--- src/pkg/ntp_cfg_pkg.sv ---
package ntp_cfg_pkg;
   // ***************************************************
   // register offsets
   // ***************************************************
   localparam logic [15:0] OFS_BCAST  = 16'h0020;
   localparam logic [15:0] OFS_COMMIT = 16'h0080;
   localparam logic [15:0] OFS_MODE   = 16'h0084;
   localparam logic [15:0] OFS_VLAN   = 16'h0088;
   localparam logic [15:0] OFS_MAC_LO = 16'h008c;
   localparam logic [15:0] OFS_MAC_HI = 16'h0090;
   localparam logic [15:0] OFS_IP0    = 16'h0094;
   localparam logic [15:0] OFS_IP1    = 16'h0098;
   localparam logic [15:0] OFS_IP2    = 16'h009c;
   localparam logic [15:0] OFS_IP3    = 16'h00a0;
   localparam logic [15:0] OFS_REFID  = 16'h00a4;
   localparam logic [15:0] OFS_UTC_CT = 16'h0100;
   localparam logic [15:0] OFS_UTC    = 16'h0104;
   // ***************************************************
   // field positions, masks and codes
   // ***************************************************
   localparam int B_MODE_V = 0;
   localparam int B_VLAN_V = 1;
   localparam int B_MAC_V  = 2;
   localparam int B_IP_V   = 3;
   localparam int B_REF_V  = 4;
   localparam logic [31:0] MODE_MASK = 32'hffffff73;
   localparam logic [31:0] VLAN_MASK = 32'h0001ffff;
   localparam logic [31:0] MACH_MASK = 32'h0000ffff;
   localparam int B_UTC_DONE  = 31;
   localparam int B_UTC_READ  = 30;
   localparam int B_SMEAR_V   = 1;
   localparam int B_CIVIL_V   = 0;
   localparam int B_OFS_OK    = 13;
   localparam int B_SHORT_P   = 12;
   localparam int B_LONG_P    = 11;
   localparam int B_SHORT_S   = 10;
   localparam int B_LONG_S    = 9;
   localparam int B_SMEAR_REQ = 8;
   localparam logic [1:0] NET_V6 = 2'h2;
   localparam logic [1:0] RESP_OKAY = 2'h0;
   localparam logic [1:0] RESP_DECERR = 2'h3;
   localparam logic [31:0] RESET_WORD = 32'h00000000;
   // ***************************************************
   // carriers
   // ***************************************************
   typedef struct packed {
      logic [7:0]   stratum;
      logic [7:0]   poll_interval;
      logic [7:0]   precision;
      logic         bcast_en;
      logic         mcast_en;
      logic         ucast_en;
      logic [1:0]   net_layer_version;
      logic         vlan_en;
      logic [15:0]  vlan_tag;
      logic [47:0]  source_mac;
      logic [127:0] source_ip;
      logic [31:0]  source_identifier;
   } server_cfg_s;
   typedef struct packed {
      logic [15:0] civil_time_offset;
      logic        civil_offset_ok;
      logic        short_minute_pending;
      logic        long_minute_pending;
      logic        smear_request;
   } civil_time_s;
endpackage

--- src/logic/ntp_server_config_regs.sv ---
`timescale 1ns/1ps
// Overview of operation
// (RULE1) read-only 32-bit count of sent broadcast packets, reset zero
// (RULE2) five commit flags in bits 4..0, set by software, cleared by device
// (RULE3) stratum in bits 31:24, precision in bits 15:8, writable, reset zero
// (RULE4) poll interval writable, taken as bits 23:16 to avoid overlap
// (RULE5) broadcast, multicast, unicast enables at bits 6, 5, 4
// (RULE6) two-bit network layer version: 1 selects v4, 2 selects v6
// (RULE7) vlan enable at bit 16, 16-bit tag in bits 15:0
// (RULE8) mac bytes 0..3 with byte 0 lowest, sent first
// (RULE9) mac bytes 4 and 5 in low half, upper half reserved
// (RULE10) primary address word: full v4 address or top of v6
// (RULE11) three more words hold v6 bytes 4..15, ignored outside v6
// (RULE12) identifier holds four ascii bytes, character 0 in top byte
// (RULE13) read bit requests snapshot, self-clears; done bit rises after capture
// (RULE14) utc control bits 1 and 0 commit smearing and civil info
// (RULE15) offset 31:16, offset ok 13, short pending 12, long pending 11
// (RULE16) read-only smearing progress bits 10 and 9
// (RULE17) info writable unless external sync; smear request writable if supported
// (RULE18) reserved bits read zero and ignore writes; all reset zero
// (RULE19) external sync takes civil info from outside, else from register
// (RULE20) 32-bit lite bus, unmapped address answers decode error
// (RULE21) self-clearing flags drop in the same cycle as their action
// (RULE22) written values reach frame logic only on commit
module ntp_server_config_regs #(
   parameter bit EXT_SYNC      = 1'b0,
   parameter bit SMEAR_SUPPORT = 1'b1,
   parameter int ADDR_W        = 16
) (
   input  wire logic                     mclk,
   input  wire logic                     rst,
   input  wire logic [ADDR_W-1:0]        s_axi_awaddr,
   input  wire logic                     s_axi_awvalid,
   output logic                          s_axi_awready,
   input  wire logic [31:0]              s_axi_wdata,
   input  wire logic                     s_axi_wvalid,
   output logic                          s_axi_wready,
   output logic [1:0]                    s_axi_bresp,
   output logic                          s_axi_bvalid,
   input  wire logic                     s_axi_bready,
   input  wire logic [ADDR_W-1:0]        s_axi_araddr,
   input  wire logic                     s_axi_arvalid,
   output logic                          s_axi_arready,
   output logic [31:0]                   s_axi_rdata,
   output logic [1:0]                    s_axi_rresp,
   output logic                          s_axi_rvalid,
   input  wire logic                     s_axi_rready,
   input  wire logic                     broadcast_sent,
   input  wire ntp_cfg_pkg::civil_time_s ext_civil_time,
   input  wire logic                     short_minute_smearing,
   input  wire logic                     long_minute_smearing,
   output ntp_cfg_pkg::server_cfg_s      server_cfg,
   output ntp_cfg_pkg::civil_time_s      civil_time
);
   // ***************************************************
   // state
   // ***************************************************
   typedef struct packed {
      logic                     wr_rdy;
      logic                     bvalid;
      logic [1:0]               bresp;
      logic                     ar_rdy;
      logic                     rvalid;
      logic [1:0]               rresp;
      logic [31:0]              rdata;
      logic [31:0]              bcast_cnt;
      logic [4:0]               commit;
      logic [31:0]              mode;
      logic [31:0]              vlan;
      logic [31:0]              mac_lo;
      logic [31:0]              mac_hi;
      logic [127:0]             ip;
      logic [31:0]              refid;
      logic                     utc_read;
      logic                     utc_done;
      logic                     smear_commit;
      logic                     civil_commit;
      ntp_cfg_pkg::civil_time_s info;
      ntp_cfg_pkg::server_cfg_s cfg;
      ntp_cfg_pkg::civil_time_s civ;
   } state_s;

   state_s s_q;
   state_s s_d;
   logic   wr_fire;
   logic   rd_fire;

   // elaboration-time refusal; narrower buses cannot reach the civil time words
   if (ADDR_W < 9 || ADDR_W > 16)
   begin
      $error("address width must be 9 to 16 bits");
   end

   // 4-byte aligned word decode; unknown words give decode error
   function automatic logic hit(input logic [ADDR_W-1:0] a);
      logic [15:0] w;
      w = 16'(a);
      if (w[1:0] != 2'h0) return 1'b0;
      else if (w == ntp_cfg_pkg::OFS_BCAST) return 1'b1;
      else if (w >= ntp_cfg_pkg::OFS_COMMIT && w <= ntp_cfg_pkg::OFS_REFID) return 1'b1;
      else if (w == ntp_cfg_pkg::OFS_UTC_CT || w == ntp_cfg_pkg::OFS_UTC) return 1'b1;
      else return 1'b0;
   endfunction

   // read mux; reserved bits come out as zero
   function automatic logic [31:0] rd_word(input state_s s, input logic [15:0] w,
                                           input logic sh, input logic lg);
      logic [31:0] r;
      r = ntp_cfg_pkg::RESET_WORD;
      if (w == ntp_cfg_pkg::OFS_BCAST) r = s.bcast_cnt;
      else if (w == ntp_cfg_pkg::OFS_COMMIT) r = {27'h0, s.commit};
      else if (w == ntp_cfg_pkg::OFS_MODE) r = s.mode;
      else if (w == ntp_cfg_pkg::OFS_VLAN) r = s.vlan;
      else if (w == ntp_cfg_pkg::OFS_MAC_LO) r = s.mac_lo;
      else if (w == ntp_cfg_pkg::OFS_MAC_HI) r = s.mac_hi;
      else if (w == ntp_cfg_pkg::OFS_IP0) r = s.ip[31:0];
      else if (w == ntp_cfg_pkg::OFS_IP1) r = s.ip[63:32];
      else if (w == ntp_cfg_pkg::OFS_IP2) r = s.ip[95:64];
      else if (w == ntp_cfg_pkg::OFS_IP3) r = s.ip[127:96];
      else if (w == ntp_cfg_pkg::OFS_REFID) r = s.refid;
      else if (w == ntp_cfg_pkg::OFS_UTC_CT)
         r = {s.utc_done, s.utc_read, 28'h0, s.smear_commit, s.civil_commit};
      else if (w == ntp_cfg_pkg::OFS_UTC)
         r = {s.info.civil_time_offset, 2'h0, s.info.civil_offset_ok,
              s.info.short_minute_pending, s.info.long_minute_pending,
              sh, lg, s.info.smear_request, 8'h0}; // see (RULE15) see (RULE16)
      return r;
   endfunction

   // ***************************************************
   // next state
   // ***************************************************
   always_comb
   begin
      logic [15:0] wa;
      logic [31:0] wd;
      wa = 16'(s_axi_awaddr);
      wd = s_axi_wdata;
      s_d = s_q;
      wr_fire = s_q.wr_rdy && s_axi_awvalid && s_axi_wvalid;
      rd_fire = s_q.ar_rdy && s_axi_arvalid;
      // ready is a one-cycle pulse so the answer slot is never overrun
      s_d.wr_rdy = s_axi_awvalid && s_axi_wvalid && !s_q.wr_rdy && !s_q.bvalid;
      s_d.ar_rdy = s_axi_arvalid && !s_q.ar_rdy && !s_q.rvalid;
      if (s_q.bvalid && s_axi_bready) s_d.bvalid = 1'b0;
      if (s_q.rvalid && s_axi_rready) s_d.rvalid = 1'b0;
      // counter free-runs on broadcast pulses
      if (broadcast_sent) s_d.bcast_cnt = s_q.bcast_cnt + 32'h1; // see (RULE1)
      // commits: apply latched values, then drop the flag
      if (s_q.commit[ntp_cfg_pkg::B_MODE_V]) // see (RULE22)
      begin
         s_d.cfg.stratum = s_q.mode[31:24]; // see (RULE3)
         s_d.cfg.poll_interval = s_q.mode[23:16]; // see (RULE4)
         s_d.cfg.precision = s_q.mode[15:8];
         s_d.cfg.bcast_en = s_q.mode[6]; // see (RULE5)
         s_d.cfg.mcast_en = s_q.mode[5];
         s_d.cfg.ucast_en = s_q.mode[4];
         s_d.cfg.net_layer_version = s_q.mode[1:0]; // see (RULE6)
      end
      if (s_q.commit[ntp_cfg_pkg::B_VLAN_V])
      begin
         s_d.cfg.vlan_en = s_q.vlan[16]; // see (RULE7)
         s_d.cfg.vlan_tag = s_q.vlan[15:0];
      end
      if (s_q.commit[ntp_cfg_pkg::B_MAC_V])
         s_d.cfg.source_mac = {s_q.mac_hi[15:0], s_q.mac_lo}; // see (RULE8) see (RULE9)
      if (s_q.commit[ntp_cfg_pkg::B_IP_V])
      begin
         // upper words only matter for v6; zeroed otherwise
         s_d.cfg.source_ip[31:0] = s_q.ip[31:0]; // see (RULE10)
         s_d.cfg.source_ip[127:32] = (s_d.cfg.net_layer_version == ntp_cfg_pkg::NET_V6) ?
                                     s_q.ip[127:32] : 96'h0; // see (RULE11)
      end
      if (s_q.commit[ntp_cfg_pkg::B_REF_V])
         s_d.cfg.source_identifier = s_q.refid; // see (RULE12)
      s_d.commit = 5'h0; // see (RULE2) see (RULE21)
      if (s_q.civil_commit && !EXT_SYNC)
      begin
         s_d.civ.civil_time_offset = s_q.info.civil_time_offset; // see (RULE19)
         s_d.civ.civil_offset_ok = s_q.info.civil_offset_ok;
         s_d.civ.short_minute_pending = s_q.info.short_minute_pending;
         s_d.civ.long_minute_pending = s_q.info.long_minute_pending;
      end
      if (EXT_SYNC)
      begin
         s_d.civ.civil_time_offset = ext_civil_time.civil_time_offset; // see (RULE19)
         s_d.civ.civil_offset_ok = ext_civil_time.civil_offset_ok;
         s_d.civ.short_minute_pending = ext_civil_time.short_minute_pending;
         s_d.civ.long_minute_pending = ext_civil_time.long_minute_pending;
      end
      if (s_q.smear_commit && SMEAR_SUPPORT)
         s_d.civ.smear_request = s_q.info.smear_request; // see (RULE14)
      s_d.civil_commit = 1'b0;
      s_d.smear_commit = 1'b0;
      // snapshot of the civil time info in use
      if (s_q.utc_read) // see (RULE13)
      begin
         s_d.info.civil_time_offset = s_q.civ.civil_time_offset;
         s_d.info.civil_offset_ok = s_q.civ.civil_offset_ok;
         s_d.info.short_minute_pending = s_q.civ.short_minute_pending;
         s_d.info.long_minute_pending = s_q.civ.long_minute_pending;
         s_d.utc_done = 1'b1;
         s_d.utc_read = 1'b0;
      end
      // register writes come last so a set beats the self-clear
      if (wr_fire)
      begin
         s_d.bvalid = 1'b1;
         s_d.bresp = hit(s_axi_awaddr) ? ntp_cfg_pkg::RESP_OKAY :
                                         ntp_cfg_pkg::RESP_DECERR; // see (RULE20)
         if (!hit(s_axi_awaddr)) s_d.bresp = ntp_cfg_pkg::RESP_DECERR;
         else if (wa == ntp_cfg_pkg::OFS_COMMIT) s_d.commit = wd[4:0]; // see (RULE2)
         else if (wa == ntp_cfg_pkg::OFS_MODE)
            s_d.mode = wd & ntp_cfg_pkg::MODE_MASK; // see (RULE18)
         else if (wa == ntp_cfg_pkg::OFS_VLAN) s_d.vlan = wd & ntp_cfg_pkg::VLAN_MASK;
         else if (wa == ntp_cfg_pkg::OFS_MAC_LO) s_d.mac_lo = wd;
         else if (wa == ntp_cfg_pkg::OFS_MAC_HI) s_d.mac_hi = wd & ntp_cfg_pkg::MACH_MASK;
         else if (wa == ntp_cfg_pkg::OFS_IP0) s_d.ip[31:0] = wd;
         else if (wa == ntp_cfg_pkg::OFS_IP1) s_d.ip[63:32] = wd;
         else if (wa == ntp_cfg_pkg::OFS_IP2) s_d.ip[95:64] = wd;
         else if (wa == ntp_cfg_pkg::OFS_IP3) s_d.ip[127:96] = wd;
         else if (wa == ntp_cfg_pkg::OFS_REFID) s_d.refid = wd;
         else if (wa == ntp_cfg_pkg::OFS_UTC_CT)
         begin
            if (wd[ntp_cfg_pkg::B_UTC_READ])
            begin
               s_d.utc_read = 1'b1; // see (RULE13)
               s_d.utc_done = 1'b0;
            end
            s_d.smear_commit = wd[ntp_cfg_pkg::B_SMEAR_V]; // see (RULE14)
            s_d.civil_commit = wd[ntp_cfg_pkg::B_CIVIL_V];
         end
         else if (wa == ntp_cfg_pkg::OFS_UTC)
         begin
            if (!EXT_SYNC) // see (RULE17)
            begin
               s_d.info.civil_time_offset = wd[31:16];
               s_d.info.civil_offset_ok = wd[ntp_cfg_pkg::B_OFS_OK];
               s_d.info.short_minute_pending = wd[ntp_cfg_pkg::B_SHORT_P];
               s_d.info.long_minute_pending = wd[ntp_cfg_pkg::B_LONG_P];
            end
            if (SMEAR_SUPPORT) s_d.info.smear_request = wd[ntp_cfg_pkg::B_SMEAR_REQ];
         end
      end
      if (rd_fire)
      begin
         s_d.rvalid = 1'b1;
         s_d.rresp = hit(s_axi_araddr) ? ntp_cfg_pkg::RESP_OKAY :
                                         ntp_cfg_pkg::RESP_DECERR; // see (RULE20)
         s_d.rdata = rd_word(s_q, 16'(s_axi_araddr), short_minute_smearing,
                             long_minute_smearing);
      end
   end

   // ***************************************************
   // registers
   // ***************************************************
   always_ff @(posedge mclk or posedge rst)
   begin
      if (rst) s_q <= '0; // see (RULE18)
      else s_q <= s_d;
   end

   assign s_axi_awready = s_q.wr_rdy;
   assign s_axi_wready  = s_q.wr_rdy;
   assign s_axi_bvalid  = s_q.bvalid;
   assign s_axi_bresp   = s_q.bresp;
   assign s_axi_arready = s_q.ar_rdy;
   assign s_axi_rvalid  = s_q.rvalid;
   assign s_axi_rresp   = s_q.rresp;
   assign s_axi_rdata   = s_q.rdata;
   assign server_cfg    = s_q.cfg;
   assign civil_time    = s_q.civ;
endmodule

--- config.mk ---
export PLATFORM = sky130hd
export DESIGN_NAME = ntp_server_config_regs
export DESIGN_NICKNAME = d
export VERILOG_FILES = /design/src/pkg/ntp_cfg_pkg.sv /design/src/logic/ntp_server_config_regs.sv
export SDC_FILE = /design/constraint.sdc
export NUM_CORES = 1
export LEC_CHECK = 0
export ABC_AREA = 1
export BUFFER_PORTS_ARGS = -buffer_cell sky130_fd_sc_hd__buf_2
export CAP_MARGIN = 20
export CORE_UTILIZATION = 36
export DETAILED_ROUTE_END_ITERATION = 16
export MAX_ROUTING_LAYER = met4
export PLACE_DENSITY = 0.59
export SETUP_SLACK_MARGIN = 0.02
export SYNTH_ARGS = -nofsm -noshare
export SYNTH_HDL_FRONTEND = slang
export SYNTH_SLANG_ARGS = --single-unit
--- constraint.sdc ---
create_clock -name mclk -period 53.6 [get_ports mclk]
set_clock_uncertainty 0.05 [all_clocks]
set_input_delay 2.68 -clock mclk [delete_from_list [all_inputs] [get_ports mclk]]
set_output_delay 2.68 -clock mclk [all_outputs]
set_load 0.03 [all_outputs]
==> run metrics <==
period utilization=0.116; crit path DAT=6.70 ns; EDFF count, synth=0; Worst setup EP type=flip-flop; largest net degree at the start of global routing=126; Rows=103; hpwl dp=69.7 mm; Tmin final=6.19 ns; DP Worst Slack=46.94 ns; Final setup violation count=0; layout cells sized above 1=0.179; dpl cells=4,411; die height=287 um; fill count=8,104; CTS root buf=clkbuf_16; Final #Nets=3,531; die area=82,100 um2; Via-to-Cell Ratio=4.99; CP Cell Sequence=buf_2, nor2_1, nand2_1, nor2_2, nand3_1, inv_1, a21oi_1, o21ai_0, nand2_1, nand2_1, nand2_1, a21oi_1; startpoint types=primary input; worst hold slack=0.392 ns; Synth top area share=0.538; most common library cell in the layout ignoring fill and taps=nand2_1; Synth Register Bits=627; first-pass GRT wire length=145 mm; post_cts resized=0; GRT Util Overall=0.246; sequential area share after synthesis=0.538; Routed WL=99.3 mm; Post-Route Setup TNS=0 ns; number of H-tree levels=3; Post-synth ARST share=1.00; maximum clock insertion buffer count=3; WP data required=54.10 ns; Clock Pin Slew Worst Setup and Hold Paths=0.06 ns; Slew headroom=0.300; Clock Sinks=627; post-route core utilization=0.407; worst slew pin tran=1.05 ns; via count=22.7k; CTS Buf Count=72; CP max stage cell=inv_1; Syn Std Cell Area=29,200 um2; drt first pass iters=6; commonest cells after routing, fill and taps aside=nand2_1 (989), dfrtp_1 (626), buf_2 (388); fin cells=4,553; Max stage delay on crit path=0.93 ns; critical path fanouts, max=22; area leader, netlist=dfrtp_1; PD cells=33.8 nW/um2; top_reg_cell synth=dfrtp_1; drt drc=0; vias in the first global route=21.3k; Setup CP Type=in -> reg; RePlAce Congestion=0.954; Clk Latency, worst-skew pair=0.63 ns; final hold violations=0; aggregate global routing overflow=0; synthesized area per cell=8.55 um2; Area Overhead vs Synth=11.0%; routed length per instance=21.8 um; DIE WIDTH=287 um; Post-DP Area=29,700 um2; Ports=409; Peak Freq=161 MHz; Max IR drop VDD=0.0219 mV; most used cell, CP=nand2_1; Slew Limit Fails=0; total core area=79,500 um2; hold_buf cts=0; synth top area cells=dfrtp_1 (54%), nand2_1 (13%), buf_4 (8.1%); number of distinct library cells after synthesis=45; Post-CTS Setup Inserts=0; CTS tree=done; Final ANT Viol Nets=0; Syn Nets=3,504; status=finished clean; Final Power=1.09 mW; initial DRC count=2,354; input/output buffers=388; initial antenna violation count=6; Max-Cap Viols=0; final worst setup slack=47.41 ns; synthesized instance count=3,409; RSZ-0062 raised after global routing=false; post-route cell area=32,400 um2; LEAKAGE=16.1 nW; YS warnings=0; Initial Utilization=0.367; Hold Crit Class=reg -> reg
==> sequential cells by signal, indices dropped and copies added (netlist names) <==
register / flops
s_q: 315
server_cfg: 254
s_axi_bresp: 1
civil_time: 20
s_axi_rvalid: 1
s_axi_rresp: 1
s_axi_arready: 1
s_axi_bvalid: 1
s_axi_rdata: 32
s_axi_awready: 1
==> power by group <==
part           total (mW)  switching (mW)  internal, mW
Sequential          0.491         0.00817         0.483
Clock               0.541           0.207         0.333
Combinational      0.0611          0.0457        0.0154
==> worst max-delay path, delay by kind of cell <==
| family | cells | cell delay (ns) |
|---|---|---|
| compound gates | 3 | 0.77 |
| simple gates | 7 | 2.19 |
| buf+inv | 2 | 1.04 |
==> per-layer routing <==
layer  global-route usage  up-vias  share of wire
li1                     -    10711              -
met1                0.327    11121           0.44
met2                0.383      792           0.47
met3               0.0524      118          0.072
met4               0.0568        0          0.021
met5                    -        -              0
==> worst paths after layout <==
path / start / endpoint / slack, ns / depth (start not counted)
min in group asynchronous: rst / server_cfg[13] / 2.17 / 2
max in group asynchronous: rst / server_cfg[167] / 48.30 / 5
setup reg to reg: s_q[589] / s_axi_rdata[3] / 50.44 / 7
hold / removal: s_axi_arready / s_axi_arready / 0.39 / 1
setup / recovery: s_axi_araddr[9] / s_axi_rdata[4] / 47.41 / 12
hold reg to reg: s_axi_arready / s_axi_arready / 0.39 / 1
==> final cells by class <==
type / count / area (um2) / area share
Antenna cell: 8 / 20.0 / 0.000618
Clock buffer: 105 / 2160 / 0.0667
Clock inverter: 28 / 439 / 0.0136
Inverter: 295 / 1120 / 0.0346
Multi-Input combinational cell: 2018 / 9400 / 0.290
Sequential cell: 627 / 15700 / 0.485
Tap cell: 1050 / 1310 / 0.0406
Timing Repair Buffer: 422 / 2230 / 0.0689
==> synth_stat cells, types with 7 or more instances <==
| library cell | number |
|---|---|
| buf_1 | 10 |
| nand3_1 | 54 |
| clkbuf_1 | 121 |
| dfrtp_1 | 627 |
| nor3_1 | 38 |
| o21ai_1 | 194 |
| o31ai_1 | 33 |
| inv_2 | 11 |
| o21ai_0 | 273 |
| nor2_2 | 8 |
| buf_2 | 25 |
| a21oi_1 | 98 |
| nor2_1 | 137 |
| mux2_2 | 26 |
| buf_4 | 313 |
| xor2_1 | 29 |
| nor4_1 | 7 |
| nand2_1 | 992 |
| or2_2 | 15 |
| nand4_1 | 53 |
| inv_1 | 282 |
| o22ai_1 | 8 |
| a32oi_1 | 12 |
==> cell families after synthesis <==
logic type | share of synthesized area
adder cells (fa/ha/maj) | 0.000429
AND/OR/NAND/NOR | 0.187
XOR/XNOR | 0.00901
buffers and inverters | 0.140
AO/OA/AOI/OAI | 0.116
multiplexers | 0.0100
flip-flops | 0.538
Note: power is estimated with default switching activity, not from simulation.
